$ cat src/rtl/lm_pkg.sv
/*
  Shared constants and types of the switch port link manager.
  Assumes a single 100 MHz core clock shared by every user of this package.
*/
`default_nettype none
package lm_pkg;
  localparam int ADDR_W = 8;
  localparam int DATA_W = 32;
  localparam int TMR_W = 8;

  // Register byte offsets.
  localparam logic [7:0] OFS_LINK_CTRL = 8'h00;
  localparam logic [7:0] OFS_SYS_CTRL = 8'h04;
  localparam logic [7:0] OFS_DEV_CAP = 8'h08;
  localparam logic [7:0] OFS_SLOT_CAP = 8'h0c;
  localparam logic [7:0] OFS_PM_CTRL = 8'h10;
  localparam logic [7:0] OFS_PM_STATE = 8'h14;
  localparam logic [7:0] OFS_CREDIT = 8'h18;
  localparam logic [7:0] OFS_STATUS = 8'h1c;

  // Field positions.
  localparam int LC_ASPM_LSB = 0;
  localparam int LC_RETRAIN_BIT = 5;
  localparam int SC_UNLOCK_BIT = 0;
  localparam int CAP_SCALE_LSB = 0;
  localparam int CAP_VALUE_LSB = 8;
  localparam int PM_L0S_LSB = 0;
  localparam int PM_L1_LSB = 8;
  localparam int PS_D3HOT_BIT = 0;
  localparam int ST_STATE_LSB = 0;
  localparam int ST_UP_BIT = 4;
  localparam int ST_ACT_BIT = 5;
  localparam int ST_L1PEND_BIT = 6;

  // Reset values.
  localparam logic [1:0] ASPM_RST = 2'h0;
  localparam logic [TMR_W-1:0] L0S_TMR_RST = 8'h10;
  localparam logic [TMR_W-1:0] L1_TMR_RST = 8'h40;
  localparam logic [7:0] CREDIT_RST = 8'h20;

  // Timing.
  localparam int CLK_MHZ = 100;
  localparam int ACT_HOLD_MS = 200;
  localparam int EXP_PERIOD_MS = 40;
  localparam int EXP_PERIODS = ACT_HOLD_MS / EXP_PERIOD_MS;
  localparam int CYC_PER_MS = CLK_MHZ * 1000;
  localparam int EXP_PERIOD_CYC = EXP_PERIOD_MS * CYC_PER_MS;
  localparam int ACT_CNT_W = 25;

  typedef enum logic [2:0] {
    ST_DOWN,
    ST_L0,
    ST_L0S,
    ST_L1,
    ST_RECOV,
    ST_L23
  } lm_state_type;
endpackage : lm_pkg
`default_nettype wire

$ cat src/rtl/lm_port_link_mgr.sv
/*
  Link manager for one switch port: retraining, link-down handling, credit
  advertisement, slot power limit messages, hardware ASPM and status outputs.
  Assumes register accesses, link events and packet events are all synchronous
  to CORE_CLK and that event inputs are one-cycle pulses.
*/
`default_nettype none
module lm_port_link_mgr
  import lm_pkg::*;
#(
  parameter bit IS_UPSTREAM = 1'b1,
  parameter int EXP_PER_CYC = EXP_PERIOD_CYC,
  parameter int ACT_HOLD_CYC = EXP_PERIODS * EXP_PER_CYC
) (
  input wire logic CORE_CLK, // Core clock, 100 MHz.
  input wire logic SYS_RST, // Asynchronous reset, active high.
  input wire logic [ADDR_W-1:0] REG_ADDR, // Register byte address.
  input wire logic [DATA_W-1:0] REG_WDATA, // Register write data.
  input wire logic REG_WR, // Write strobe.
  input wire logic REG_RD, // Read strobe.
  output logic [DATA_W-1:0] REG_RDATA, // Read data, valid the cycle after REG_RD.
  input wire logic TRAIN_DONE, // Training finished, link may enter L0.
  input wire logic RECOV_DONE, // Recovery finished.
  input wire logic LINK_FAIL, // Physical link lost.
  input wire logic L0S_COND, // L0s entry conditions met.
  input wire logic L1_COND, // L1 entry conditions met.
  input wire logic IDLE_EXIT, // Traffic pending, leave L0s or L1.
  input wire logic L1_ACK, // Partner accepts the L1 request.
  input wire logic L1_NAK, // Partner rejects the L1 request.
  input wire logic TURNOFF_ACKED, // Turn-off message acknowledged.
  input wire logic RX_SPL_VALID, // Slot power limit message received.
  input wire logic [7:0] RX_SPL_BYTE0, // Payload byte 0.
  input wire logic [7:0] RX_SPL_BYTE1, // Payload byte 1.
  input wire logic TX_TLP, // Packet transmitted.
  input wire logic TX_VDM, // That packet is a vendor defined message.
  input wire logic RX_TLP, // Packet received.
  input wire logic RX_VDM, // That packet is a vendor defined message.
  output logic RETRAIN_START, // Pulse: enter Recovery now.
  output logic L1_REQ, // L1 request pending toward partner.
  output logic QUEUE_FLUSH, // Pulse: drop packets queued from this port.
  output logic ROUTE_UR, // Level: packets routed here are UR.
  output logic CFG_ACCEPT, // Level: bridge configuration accepted.
  output logic FC_ADV, // Pulse: advertise credits.
  output logic [7:0] FC_CREDITS, // Credits to advertise.
  output logic TRAFFIC_HOLD, // Level: no TLP or DLLP may cross.
  output logic TX_SPL, // Pulse: send slot power limit message.
  output logic [7:0] TX_SPL_SCALE, // Message byte 0.
  output logic [1:0] TX_SPL_VALUE, // Message byte 1 bits 1:0.
  output logic PORT_LINK_UP_STATUS_N, // Link up, active low.
  output logic PORT_ACTIVITY_STATUS_N // Activity, active low.
);

  function automatic logic lm_is_up(input lm_state_type s);
    lm_is_up = (s == ST_L0) || (s == ST_L0S) || (s == ST_L1) || (s == ST_RECOV);
  endfunction : lm_is_up

  lm_state_type state_r, state_nxt;
  logic [1:0] aspm_r;
  logic unlock_r;
  logic [7:0] cap_scale_r;
  logic [1:0] cap_value_r;
  logic [7:0] slot_scale_r;
  logic [1:0] slot_value_r;
  logic [TMR_W-1:0] l0s_tmr_r;
  logic [TMR_W-1:0] l1_tmr_r;
  logic d3hot_r;
  logic [7:0] credit_r;
  logic [TMR_W-1:0] l0s_cnt_r, l0s_cnt_nxt;
  logic [TMR_W-1:0] l1_cnt_r, l1_cnt_nxt;
  logic l1_pend_r;
  logic [ACT_CNT_W-1:0] act_cnt_r, act_cnt_nxt;
  logic act_r;
  logic [DATA_W-1:0] rdata_nxt;

  wire wr_lc = REG_WR && (REG_ADDR == OFS_LINK_CTRL);
  wire wr_sc = REG_WR && (REG_ADDR == OFS_SYS_CTRL);
  wire wr_slot = REG_WR && (REG_ADDR == OFS_SLOT_CAP);
  wire wr_pm = REG_WR && (REG_ADDR == OFS_PM_CTRL);
  wire wr_ps = REG_WR && (REG_ADDR == OFS_PM_STATE);
  wire wr_cr = REG_WR && (REG_ADDR == OFS_CREDIT);
  wire up_now = lm_is_up(state_r);
  wire up_nxt = lm_is_up(state_nxt);
  wire retrain_ok = !IS_UPSTREAM || unlock_r;
  wire retrain_go = wr_lc && REG_WDATA[LC_RETRAIN_BIT] && retrain_ok
                    && (state_r == ST_L0 || state_r == ST_L0S || state_r == ST_L1);
  wire in_l0_l0s = (state_r == ST_L0) || (state_r == ST_L0S);
  wire l0s_en = aspm_r[0];
  wire l1_en = aspm_r[1];
  wire l0s_hit = (state_r == ST_L0) && l0s_en && L0S_COND && (l0s_cnt_r == l0s_tmr_r);
  wire l1_hit = in_l0_l0s && l1_en && L1_COND && (l1_cnt_r == l1_tmr_r);
  // Only the upstream port ever raises an L1 request.
  wire l1_start = IS_UPSTREAM && !l1_pend_r && (l1_hit || (d3hot_r && in_l0_l0s));
  wire link_came_up = !up_now && up_nxt && (state_r == ST_DOWN);
  wire link_went_down = up_now && (state_nxt == ST_DOWN);
  wire spl_send = !IS_UPSTREAM && ((wr_slot && up_now) || link_came_up);
  wire act_evt = (TX_TLP && !TX_VDM) || (RX_TLP && !RX_VDM);

  // Link state sequencing; a retrain only changes state, never configuration.
  always_comb begin
    state_nxt = state_r;
    case (state_r)
      ST_DOWN: begin
        if (TRAIN_DONE) begin
          state_nxt = ST_L0;
        end
      end
      ST_L0: begin
        if (LINK_FAIL) begin
          state_nxt = ST_DOWN;
        end else if (retrain_go) begin
          state_nxt = ST_RECOV;
        end else if (TURNOFF_ACKED) begin
          state_nxt = ST_L23;
        end else if (l1_pend_r && L1_ACK) begin
          state_nxt = ST_L1;
        end else if (l0s_hit && !l1_pend_r) begin
          state_nxt = ST_L0S;
        end
      end
      ST_L0S: begin
        if (LINK_FAIL) begin
          state_nxt = ST_DOWN;
        end else if (retrain_go) begin
          state_nxt = ST_RECOV;
        end else if (l1_pend_r && L1_ACK) begin
          state_nxt = ST_L1;
        end else if (IDLE_EXIT) begin
          state_nxt = ST_L0;
        end
      end
      ST_L1: begin
        if (LINK_FAIL) begin
          state_nxt = ST_DOWN;
        end else if (retrain_go || IDLE_EXIT) begin
          state_nxt = ST_RECOV;
        end
      end
      ST_RECOV: begin
        if (LINK_FAIL) begin
          state_nxt = ST_DOWN;
        end else if (RECOV_DONE) begin
          state_nxt = ST_L0;
        end
      end
      ST_L23: begin
        if (LINK_FAIL) begin
          state_nxt = ST_DOWN;
        end
      end
      default: begin
        state_nxt = ST_DOWN;
      end
    endcase
  end

  // Entry timers count only while their conditions hold without a break.
  always_comb begin
    l0s_cnt_nxt = '0;
    l1_cnt_nxt = '0;
    if ((state_r == ST_L0) && l0s_en && L0S_COND && !l0s_hit) begin
      l0s_cnt_nxt = l0s_cnt_r + 1'b1;
    end
    if (in_l0_l0s && l1_en && L1_COND && !l1_hit && !l1_pend_r) begin
      l1_cnt_nxt = l1_cnt_r + 1'b1;
    end
  end

  // The hold counter reloads on each packet that is not a vendor defined message, so quiet time alone ends it.
  always_comb begin
    act_cnt_nxt = act_cnt_r;
    if (act_evt) begin
      act_cnt_nxt = ACT_CNT_W'(ACT_HOLD_CYC - 1);
    end else if (act_cnt_r != '0) begin
      act_cnt_nxt = act_cnt_r - 1'b1;
    end
  end

  // Read mux; the retrain bit is self-clearing and reads as zero.
  always_comb begin
    rdata_nxt = '0;
    if (REG_RD) begin
      case (REG_ADDR)
        OFS_LINK_CTRL: rdata_nxt[LC_ASPM_LSB +: 2] = aspm_r;
        OFS_SYS_CTRL: rdata_nxt[SC_UNLOCK_BIT] = unlock_r;
        OFS_DEV_CAP: begin
          rdata_nxt[CAP_SCALE_LSB +: 8] = cap_scale_r;
          rdata_nxt[CAP_VALUE_LSB +: 2] = cap_value_r;
        end
        OFS_SLOT_CAP: begin
          rdata_nxt[CAP_SCALE_LSB +: 8] = slot_scale_r;
          rdata_nxt[CAP_VALUE_LSB +: 2] = slot_value_r;
        end
        OFS_PM_CTRL: begin
          rdata_nxt[PM_L0S_LSB +: TMR_W] = l0s_tmr_r;
          rdata_nxt[PM_L1_LSB +: TMR_W] = l1_tmr_r;
        end
        OFS_PM_STATE: rdata_nxt[PS_D3HOT_BIT] = d3hot_r;
        OFS_CREDIT: rdata_nxt[7:0] = credit_r;
        OFS_STATUS: begin
          rdata_nxt[ST_STATE_LSB +: 3] = state_r;
          rdata_nxt[ST_UP_BIT] = up_now;
          rdata_nxt[ST_ACT_BIT] = act_r;
          rdata_nxt[ST_L1PEND_BIT] = l1_pend_r;
        end
        default: rdata_nxt = '0;
      endcase
    end
  end

  always_ff @(posedge CORE_CLK or posedge SYS_RST) begin
    if (SYS_RST) begin
      state_r <= ST_DOWN;
      l0s_cnt_r <= '0;
      l1_cnt_r <= '0;
      act_cnt_r <= '0;
      REG_RDATA <= '0;
    end else begin
      state_r <= state_nxt;
      l0s_cnt_r <= l0s_cnt_nxt;
      l1_cnt_r <= l1_cnt_nxt;
      act_cnt_r <= act_cnt_nxt;
      REG_RDATA <= rdata_nxt;
    end
  end

  // Software settings; nothing here is touched by link events or retraining.
  always_ff @(posedge CORE_CLK or posedge SYS_RST) begin
    if (SYS_RST) begin
      aspm_r <= ASPM_RST;
      unlock_r <= 1'b0;
      slot_scale_r <= '0;
      slot_value_r <= '0;
      l0s_tmr_r <= L0S_TMR_RST;
      l1_tmr_r <= L1_TMR_RST;
      d3hot_r <= 1'b0;
      credit_r <= CREDIT_RST;
    end else begin
      if (wr_lc) begin
        aspm_r <= REG_WDATA[LC_ASPM_LSB +: 2];
      end
      if (wr_sc) begin
        unlock_r <= REG_WDATA[SC_UNLOCK_BIT];
      end
      if (wr_slot) begin
        slot_scale_r <= REG_WDATA[CAP_SCALE_LSB +: 8];
        slot_value_r <= REG_WDATA[CAP_VALUE_LSB +: 2];
      end
      if (wr_pm) begin
        l0s_tmr_r <= REG_WDATA[PM_L0S_LSB +: TMR_W];
        l1_tmr_r <= REG_WDATA[PM_L1_LSB +: TMR_W];
      end
      if (wr_ps) begin
        d3hot_r <= REG_WDATA[PS_D3HOT_BIT];
      end
      if (wr_cr) begin
        credit_r <= REG_WDATA[7:0];
      end
    end
  end

  // Captured power limit is only ever loaded by a received message.
  always_ff @(posedge CORE_CLK or posedge SYS_RST) begin
    if (SYS_RST) begin
      cap_scale_r <= '0;
      cap_value_r <= '0;
    end else if (IS_UPSTREAM && RX_SPL_VALID) begin
      cap_scale_r <= RX_SPL_BYTE0;
      cap_value_r <= RX_SPL_BYTE1[1:0];
    end
  end

  // A request waits for the partner's answer; a reject leaves the state alone.
  always_ff @(posedge CORE_CLK or posedge SYS_RST) begin
    if (SYS_RST) begin
      l1_pend_r <= 1'b0;
    end else if (l1_pend_r && (L1_ACK || L1_NAK || !in_l0_l0s)) begin
      l1_pend_r <= 1'b0;
    end else if (l1_start) begin
      l1_pend_r <= 1'b1;
    end
  end

  always_ff @(posedge CORE_CLK or posedge SYS_RST) begin
    if (SYS_RST) begin
      RETRAIN_START <= 1'b0;
      L1_REQ <= 1'b0;
      QUEUE_FLUSH <= 1'b0;
      ROUTE_UR <= 1'b1;
      CFG_ACCEPT <= 1'b1;
      FC_ADV <= 1'b0;
      FC_CREDITS <= CREDIT_RST;
      TRAFFIC_HOLD <= 1'b0;
      TX_SPL <= 1'b0;
      TX_SPL_SCALE <= '0;
      TX_SPL_VALUE <= '0;
      act_r <= 1'b0;
      PORT_LINK_UP_STATUS_N <= 1'b1;
      PORT_ACTIVITY_STATUS_N <= 1'b1;
    end else begin
      RETRAIN_START <= retrain_go;
      L1_REQ <= IS_UPSTREAM && (l1_start || (l1_pend_r && !L1_ACK && !L1_NAK && in_l0_l0s));
      QUEUE_FLUSH <= link_went_down;
      ROUTE_UR <= !up_nxt;
      CFG_ACCEPT <= 1'b1;
      FC_ADV <= link_came_up;
      FC_CREDITS <= credit_r;
      TRAFFIC_HOLD <= (state_nxt == ST_L23);
      TX_SPL <= spl_send;
      TX_SPL_SCALE <= slot_scale_r;
      TX_SPL_VALUE <= slot_value_r;
      // Counting down to zero keeps the output low for the full hold, not one short.
      act_r <= act_evt || (act_cnt_r != '0);
      PORT_LINK_UP_STATUS_N <= !up_nxt;
      PORT_ACTIVITY_STATUS_N <= !(act_evt || (act_cnt_r != '0));
    end
  end

endmodule : lm_port_link_mgr
`default_nettype wire

$ cat config.mk
export PLATFORM = sky130hd
export DESIGN_NAME = lm_port_link_mgr
export DESIGN_NICKNAME = d
export VERILOG_FILES = /design/src/rtl/lm_pkg.sv /design/src/rtl/lm_port_link_mgr.sv
export SDC_FILE = /design/constraint.sdc
export NUM_CORES = 1
export LEC_CHECK = 0
export BUFFER_PORTS_ARGS = -buffer_cell sky130_fd_sc_hd__buf_2
export CAP_MARGIN = 20
export CORE_ASPECT_RATIO = 0.6
export CORE_UTILIZATION = 50
export CTS_BUF_LIST = sky130_fd_sc_hd__clkbuf_4 sky130_fd_sc_hd__clkbuf_8
export DETAILED_ROUTE_END_ITERATION = 12
export PLACE_DENSITY = 0.76
export SLEW_MARGIN = 15
export SYNTH_ARGS = -nofsm -noshare
export SYNTH_HDL_FRONTEND = slang
export SYNTH_SLANG_ARGS = --single-unit
$ cat constraint.sdc
create_clock -name CORE_CLK -period 7.5 [get_ports CORE_CLK]
set_input_delay 1.5 -clock CORE_CLK [delete_from_list [all_inputs] [get_ports CORE_CLK]]
set_output_delay 1.5 -clock CORE_CLK [all_outputs]
set_load 0.005 [all_outputs]
==> impl_metrics.ini, run 1 <==
[status]
outcome = finished, final reports clean

[power]
p_switching_uw = 400.6
seqPwrFrac_pct = 46.2
leakage_nw = 3.411
power.clock.fraction_pct = 45.3
power_frac_comb_pct = 8.5
switching_share_pct = 23.35
p_per_area_nw_per_um2 = 240.1
vdd_ir_drop_max_mv = 0.1580
p_int_mw = 1.315

[cts]
cts_setup_buffers = 0
cts.clk_slew.worst_paths_ns = 0.08
ctsHtreeMaxLevel = 4
cts_tree = yes
cts_made_buffers = 17
clock_sinks = 135
cts_root_buffer = clkbuf_8
cts.repair.resized = 0
cts_buffer_depth = 2
cts_hold_buf = 0
worst_skew_pair.late_latency_ns = 0.44

[grt]
grt_pass1_vias = 4459
grt_pass1_wl_mm = 23.18
grt_start_max_net_pins = 73
antenna_found_initial = 0
grt_overflow = 0
grt_usage_pct = 24.83

[worst_hold_path]
hold_class = reg -> reg

[yosys]
syn_area_per_cell_um2 = 11.40
synth-edff-count = 0
synth-seq-cells = 135
async_flop_share_pct = 100.0
ys_seq_area_share_pct = 55.30
yosysWarnings = 0
syn_area_um2 = 6122
ys.flop_type = dfrtp_1
syn_inst = 537
ys_types = 57

[placement]
port_buffers = 93
place_congestion = 0.8980
place.detailed.hpwl_mm = 10.09
pre_cts_slack_ns = 3.218

[sta]
worst_slew_pin_slew_ns = 1.051
hold_viol = 0
min_period_over_period_pct = 52.15
worst_slack_ns = 3.589
max_slew_margin_pct = 29.26
worst_clock_skew_ns = 0.01011
fin_tns_setup_ns = 0
max_freq_mhz = 255.7
setup_viol = 0
grt_setup_unrepaired = no
slew_violations = 0
hold_slack_ns = 0.3795
period_needed_ns = 3.911

[critical_path]
path_buf_inv = 1
crit_type = in -> reg
crit_path_max_incr_delay_ns = 0.76
worstPathRequired_ns = 7.82
crit_path_top_delay_cell = and3_1
startpoint_type = primary input
crit_chain = buf_2, nor4_1, and3_1, nand3_1, mux2_2
worstPathArrival_ns = 4.23
path_max_fanout = 17
critPathTopFamily = simple AND/OR/NAND/NOR gates
endpoint_kind = flop

[floorplan]
fp.dieW_um = 144.9
initial_core_util_pct = 52.78
core_um2 = 11600
std_cell_rows = 30
die_h_um = 87.71
die-area_um2 = 12710
ios = 134

[layout]
nets = 703
area_growth_pct = 16.76
final_core_util_pct = 61.63
diodes = 0
drive_gt1_share_pct = 30.20

[job]
cap_violations = 0

[route]
post_drt_wl_per_cell_um = 18.18
via_per_inst = 5.745
drt_iter0_drc = 571
ant_nets = 0
wl_mm = 14.53
drtPass1Iterations = 5
drc = 0
vias = 4590
worst paths after layout:
check                        startpoint              end  slack, ns  cells after the start
min                         credit_r[5]    FC_CREDITS[5]       0.38                      0
min reg2reg                 credit_r[5]    FC_CREDITS[5]       0.38                      0
max reg2reg                act_cnt_r[2]     act_cnt_r[5]       4.65                      6
max in group asynchronous       SYS_RST      l1_cnt_r[7]       4.91                      3
min in group asynchronous       SYS_RST     act_cnt_r[9]       1.24                      2
max                         REG_ADDR[4]  slot_value_r[1]       3.59                      5
metrics by stage:
step                total power, mW  area (um2)  cells
finish                        1.716        7148    799
global route                  1.780        7148    799
CTS                           1.722        7148    799
detailed placement           0.9508        6629    767
global placement             0.9423        6629    767
floorplan                    0.8981        6182    553
registers in the layout, indices dropped and copies added, names as in the netlist, 3 cells and up:
| register | count |
|---|---|
| l0s_cnt_r | 8 |
| credit_r | 8 |
| REG_RDATA | 16 |
| TX_SPL_SCALE | 8 |
| act_cnt_r | 25 |
| l0s_tmr_r | 8 |
| l1_tmr_r | 8 |
| state_r | 3 |
| slot_scale_r | 8 |
| cap_scale_r | 8 |
| FC_CREDITS | 8 |
| l1_cnt_r | 8 |
worst reg2reg max path: stages, from the launching register on:
cell,delay [ns]
dfrtp_1,0.44
nor4_1,0.92
nand2_1,0.32
or4_4,0.64
nand4b_1,0.15
xor2_1,0.16
nand2_1,0.07
cells in the final DEF (no fill, tap or decap), types with 12 or more instances in the layout:
| master | instances |
|---|---|
| conb_1 | 18 |
| clkbuf_8 | 20 |
| nor2_1 | 36 |
| nand3_1 | 20 |
| buf_2 | 93 |
| nor3_1 | 13 |
| nor4_1 | 12 |
| xnor2_1 | 22 |
| dfrtp_1 | 129 |
| xor2_1 | 25 |
| a21oi_1 | 15 |
| nand2_1 | 35 |
| and3_1 | 20 |
| mux2_2 | 52 |
synth_stat cells (3+ instances only):
master    instances  share of area (%)
inv_1             9               0.55
nand2b_1          3               0.31
and3_1           20                2.0
a21o_1            4               0.49
dfrtp_1         129                 53
buf_4            19                2.3
nor3_1           13                1.1
nand2_1          35                2.1
a22oi_1           9                1.1
nand4_1           7               0.72
nand4b_1          4               0.57
buf_2             3               0.25
nor2_1           36                2.2
xnor2_1          22                3.1
ha_1              3               0.61
dfstp_2           6                2.6
a221oi_1          3               0.43
clkbuf_1         17                1.0
nor2b_1           6               0.61
nor4_1           12                1.2
mux2_2           52                9.6
or4_4             3               0.55
o21ai_0          10               0.82
o31ai_1           3               0.37
or3_1             6               0.61
xor2_1           25                3.6
a21oi_1          15                1.2
and2_1            5               0.51
nand3_1          20                1.6
or4_1             6               0.74
metal layers:
metal	part of all wire (%)	vias up	wire length, um	track usage [%]
met5	0	-	0	0
met4	1.5	0	222	8.900
met3	8.0	18	1169	5.413
met2	43	238	6234	36.15
met1	47	2285	6899	36.67
li1	-	2049	-	-
power by group through the flow:
stage          Combinational [mW]  Sequential, mW  Clock (mW)
2_1_floorplan               0.104           0.794           0
3_3_place_gp                0.139           0.804           0
3_5_place_dp                0.145           0.806           0
4_1_cts                     0.146           0.792       0.784
5_1_grt                     0.163           0.797       0.820
6_report                    0.146           0.793       0.777
logic make-up after synthesis:
family	Yosys count	share of synthesized area, %
AND/OR/NAND/NOR	183	16.06
flip-flops	135	55.30
AO/OA/AOI/OAI	64	7.031
multiplexers	53	9.728
buffers and inverters	50	4.414
XOR/XNOR	47	6.724
adder cells (fa/ha/maj)	3	0.6132
other	2	0.1227
area by class of cell:
| class | count | area (um2) |
|---|---|---|
| clock buffers | 20 | 275.3 |
| clock inverters | 12 | 244.0 |
| fillers | 929 | 4451 |
| inverters | 9 | 36.28 |
| multi-input cells | 368 | 2526 |
| flip-flops and latches | 135 | 3386 |
| well taps | 160 | 200.2 |
| repair buffers | 95 | 480.5 |
No activity file was read; power rests on OpenSTA's default activity.
==> run 2, diff against run 1 <==
- ABC_AREA: not set -> 1
- PLACE_DENSITY: 0.76 -> 0.79
- clock period: 7.5 -> 3.56 ns (I/O delays scaled with it)
==> run 2 against run 1 <==
Sequential power grew 110%. Synthesized cell count is 38% higher. Via count increased by 18%. Non-clock buffer count increased by 1. Final area is 3.5% higher. Clock skew up 0.0087 ns. Clock-buffer cell count decreased by 3. Core utilization decreased by 1.3 points. Total power rose by 98%. Clock power up 76%. Routed wire length increased by 9.7%.
==> impl_metrics.ini, run 2 <==
[yosys]
syn_area_per_cell_um2 = 8.607
ys.flop_type = dfrtp_1
synth-seq-cells = 135
yosysWarnings = 0
syn_inst = 742
netlist.area_leader.share_pct = 50.55
async_flop_share_pct = 100.0
syn_area_um2 = 6386
yosys-top-cells-count = 172 x nand2_1, 129 x dfrtp_1, 90 x inv_1
ys_types = 44
synth.most_common_cell = nand2_1
synth-edff-count = 0
yosys-top-cells-area = dfrtp_1 51%, nand2_1 10%, inv_1 5.3%
ys_seq_area_share_pct = 53.02
synth_top_area_cell = dfrtp_1

[power]
seqPwrFrac_pct = 49.4
p_int_mw = 2.446
power.clock.fraction_pct = 40.3
p_per_area_nw_per_um2 = 459.4
p_switching_uw = 951.9
switching_share_pct = 28.01
p_total_mw = 3.398
leakage_nw = 3.752
power_frac_comb_pct = 10.3
vdd_ir_drop_max_mv = 0.2607

[critical_path]
crit_path_frequent_cell = inv_2
crit_chain = buf_2, nor2_1, nand3_1, inv_2, nand2_1, inv_2, nand2_2, mux2_2
worstPathRequired_ns = 3.90
rrSetupSlack_ns = 1.40
crit_path_max_incr_delay_ns = 0.40
startpoint_type = primary input
path_buf_inv = 3
crit_path_top_delay_cell = mux2_2
critPathTopFamily = simple AND/OR/NAND/NOR gates
crit_type = in -> reg
worstPathArrival_ns = 2.56
path_max_fanout = 26
endpoint_kind = flop

[floorplan]
die-area_um2 = 13240
std_cell_rows = 31
die_h_um = 89.54
fp.dieW_um = 147.9
initial_core_util_pct = 52.10
core_um2 = 12260
ios = 134

[layout]
reg_top3 = act_cnt_r: 25 flops, REG_RDATA: 16 flops
largest_reg_flops = 25
final_common_cell = nand2_1
mostFrequentLayoutCells = 172 x nand2_1, 129 x dfrtp_1, 93 x buf_2
final.fill_count = 1072
area_growth_pct = 15.83
diodes = 0
regMostFlops = act_cnt_r
nets = 918
finalNonFillerCells = 1019
fin_area_um2 = 7397
drive_gt1_share_pct = 20.61

[sta]
max_slew_margin_pct = 48.42
hold_viol = 0
worst_clock_skew_ns = 0.01878
slew_violations = 0
period_needed_ns = 2.220
max_freq_mhz = 450.5
fin_tns_setup_ns = 0
worst_slack_ns = 1.340
min_period_over_period_pct = 62.35
worst_slew_pin_slew_ns = 0.7721
setup_viol = 0
grt_setup_unrepaired = no

[status]
outcome = finished, final reports clean

[cts]
cts_setup_buffers = 0
cts.clk_slew.worst_paths_ns = 0.08
cts.repair.resized = 0
cts_hold_buf = 0
clock_sinks = 135
worst_skew_pair.late_latency_ns = 0.45
cts_root_buffer = clkbuf_8
cts_tree = yes
ctsHtreeMaxLevel = 4
cts_buffer_depth = 2
cts_made_buffers = 17

[route]
drc = 0
vias = 5428
drtPass1Iterations = 5
post_drt_wl_per_cell_um = 15.64
drt_iter0_drc = 599
ant_nets = 0
via_per_inst = 5.327
wl_mm = 15.94

[worst_hold_path]
hold_class = in -> async

[grt]
grt_overflow = 0
antenna_found_initial = 0
grt_pass1_vias = 4751
grt_pass1_wl_mm = 24.98
grt_usage_pct = 25.46
grt_start_max_net_pins = 57

[job]
cap_violations = 0

[placement]
dp_cells = 987
dpl_cell_area_um2 = 6970
pre_cts_slack_ns = 0.9206
place_congestion = 0.9215
place.detailed.hpwl_mm = 11.77
port_buffers = 93
[run 2: cell types whose count changed after synthesis, moves of 7 or more]
| cell | delta |
|---|---|
| mux2_2 | -42 |
| inv_1 | +81 |
| o21ai_0 | +45 |
| inv_2 | +7 |
| a22oi_1 | -9 |
| clkbuf_1 | -8 |
| nor2_1 | +41 |
| xnor2_1 | -16 |
| and3_1 | -17 |
| nand2_1 | +137 |
| nor4_1 | -7 |
[run 2: worst paths after layout]
check,from,to,cells past startpoint
setup reg to reg,act_cnt_r[0],act_cnt_r[1],10
min in group CORE_CLK,credit_r[5],FC_CREDITS[5],0
setup / recovery,REG_ADDR[7],l1_tmr_r[7],8
hold / removal,SYS_RST,act_cnt_r[24],2
hold reg to reg,credit_r[5],FC_CREDITS[5],0
max in group asynchronous,SYS_RST,credit_r[5],3
[run 2: area by class of cell]
class	count	area (um2)	share of cell area, %
well taps	165	206.4	2.791
repair buffers	96	513.0	6.935
inverters	98	372.9	5.041
multi-input cells	493	2492	33.69
clock inverters	15	192.7	2.605
clock buffers	17	234.0	3.163
flip-flops and latches	135	3386	45.77
[run 2: power by group through the flow]
stage | logic [mW] | registers (mW) | clock network [mW]
final | 0.350 | 1.68 | 1.37
after global routing | 0.396 | 1.69 | 1.45
after CTS | 0.349 | 1.68 | 1.38
after detailed placement | 0.346 | 1.71 | 0
after global placement | 0.338 | 1.70 | 0
after floorplan | 0.251 | 1.68 | 0
[run 2: cells by family (layout without fill, tap and decap cells)]
group | count (synthesis) | in the layout | synth area share [%]
and+or+nand+nor | 329 | 329 | 22.53
AOI/OAI and AO/OA | 107 | 107 | 9.522
buffers and inverters | 130 | 226 | 8.895
xor gates and xnor gates | 26 | 26 | 3.566
DFF | 135 | 135 | 53.02
adders and majority gates | 3 | 3 | 0.5878
muxes | 10 | 10 | 1.763
other | 2 | 18 | 0.1176
[run 2: metal layers]
layer	wire length, um	global-route usage (%)	vias to the layer above
li1	-	-	2539
met1	7788	40.44	2587
met2	6346	33.19	284
met3	1617	6.071	18
met4	185	8.341	0
met5	0	0	-
[run 2: per-stage QoR]
stage | hold slack [ns] | utilization, %
after global routing | 0.3877 | 60.35
after global placement | 0.3697 | 56.87
final | 0.3882 | 60.35
after detailed placement | 0.3740 | 56.87
after CTS | 0.3846 | 60.35
after floorplan | 0.3606 | -
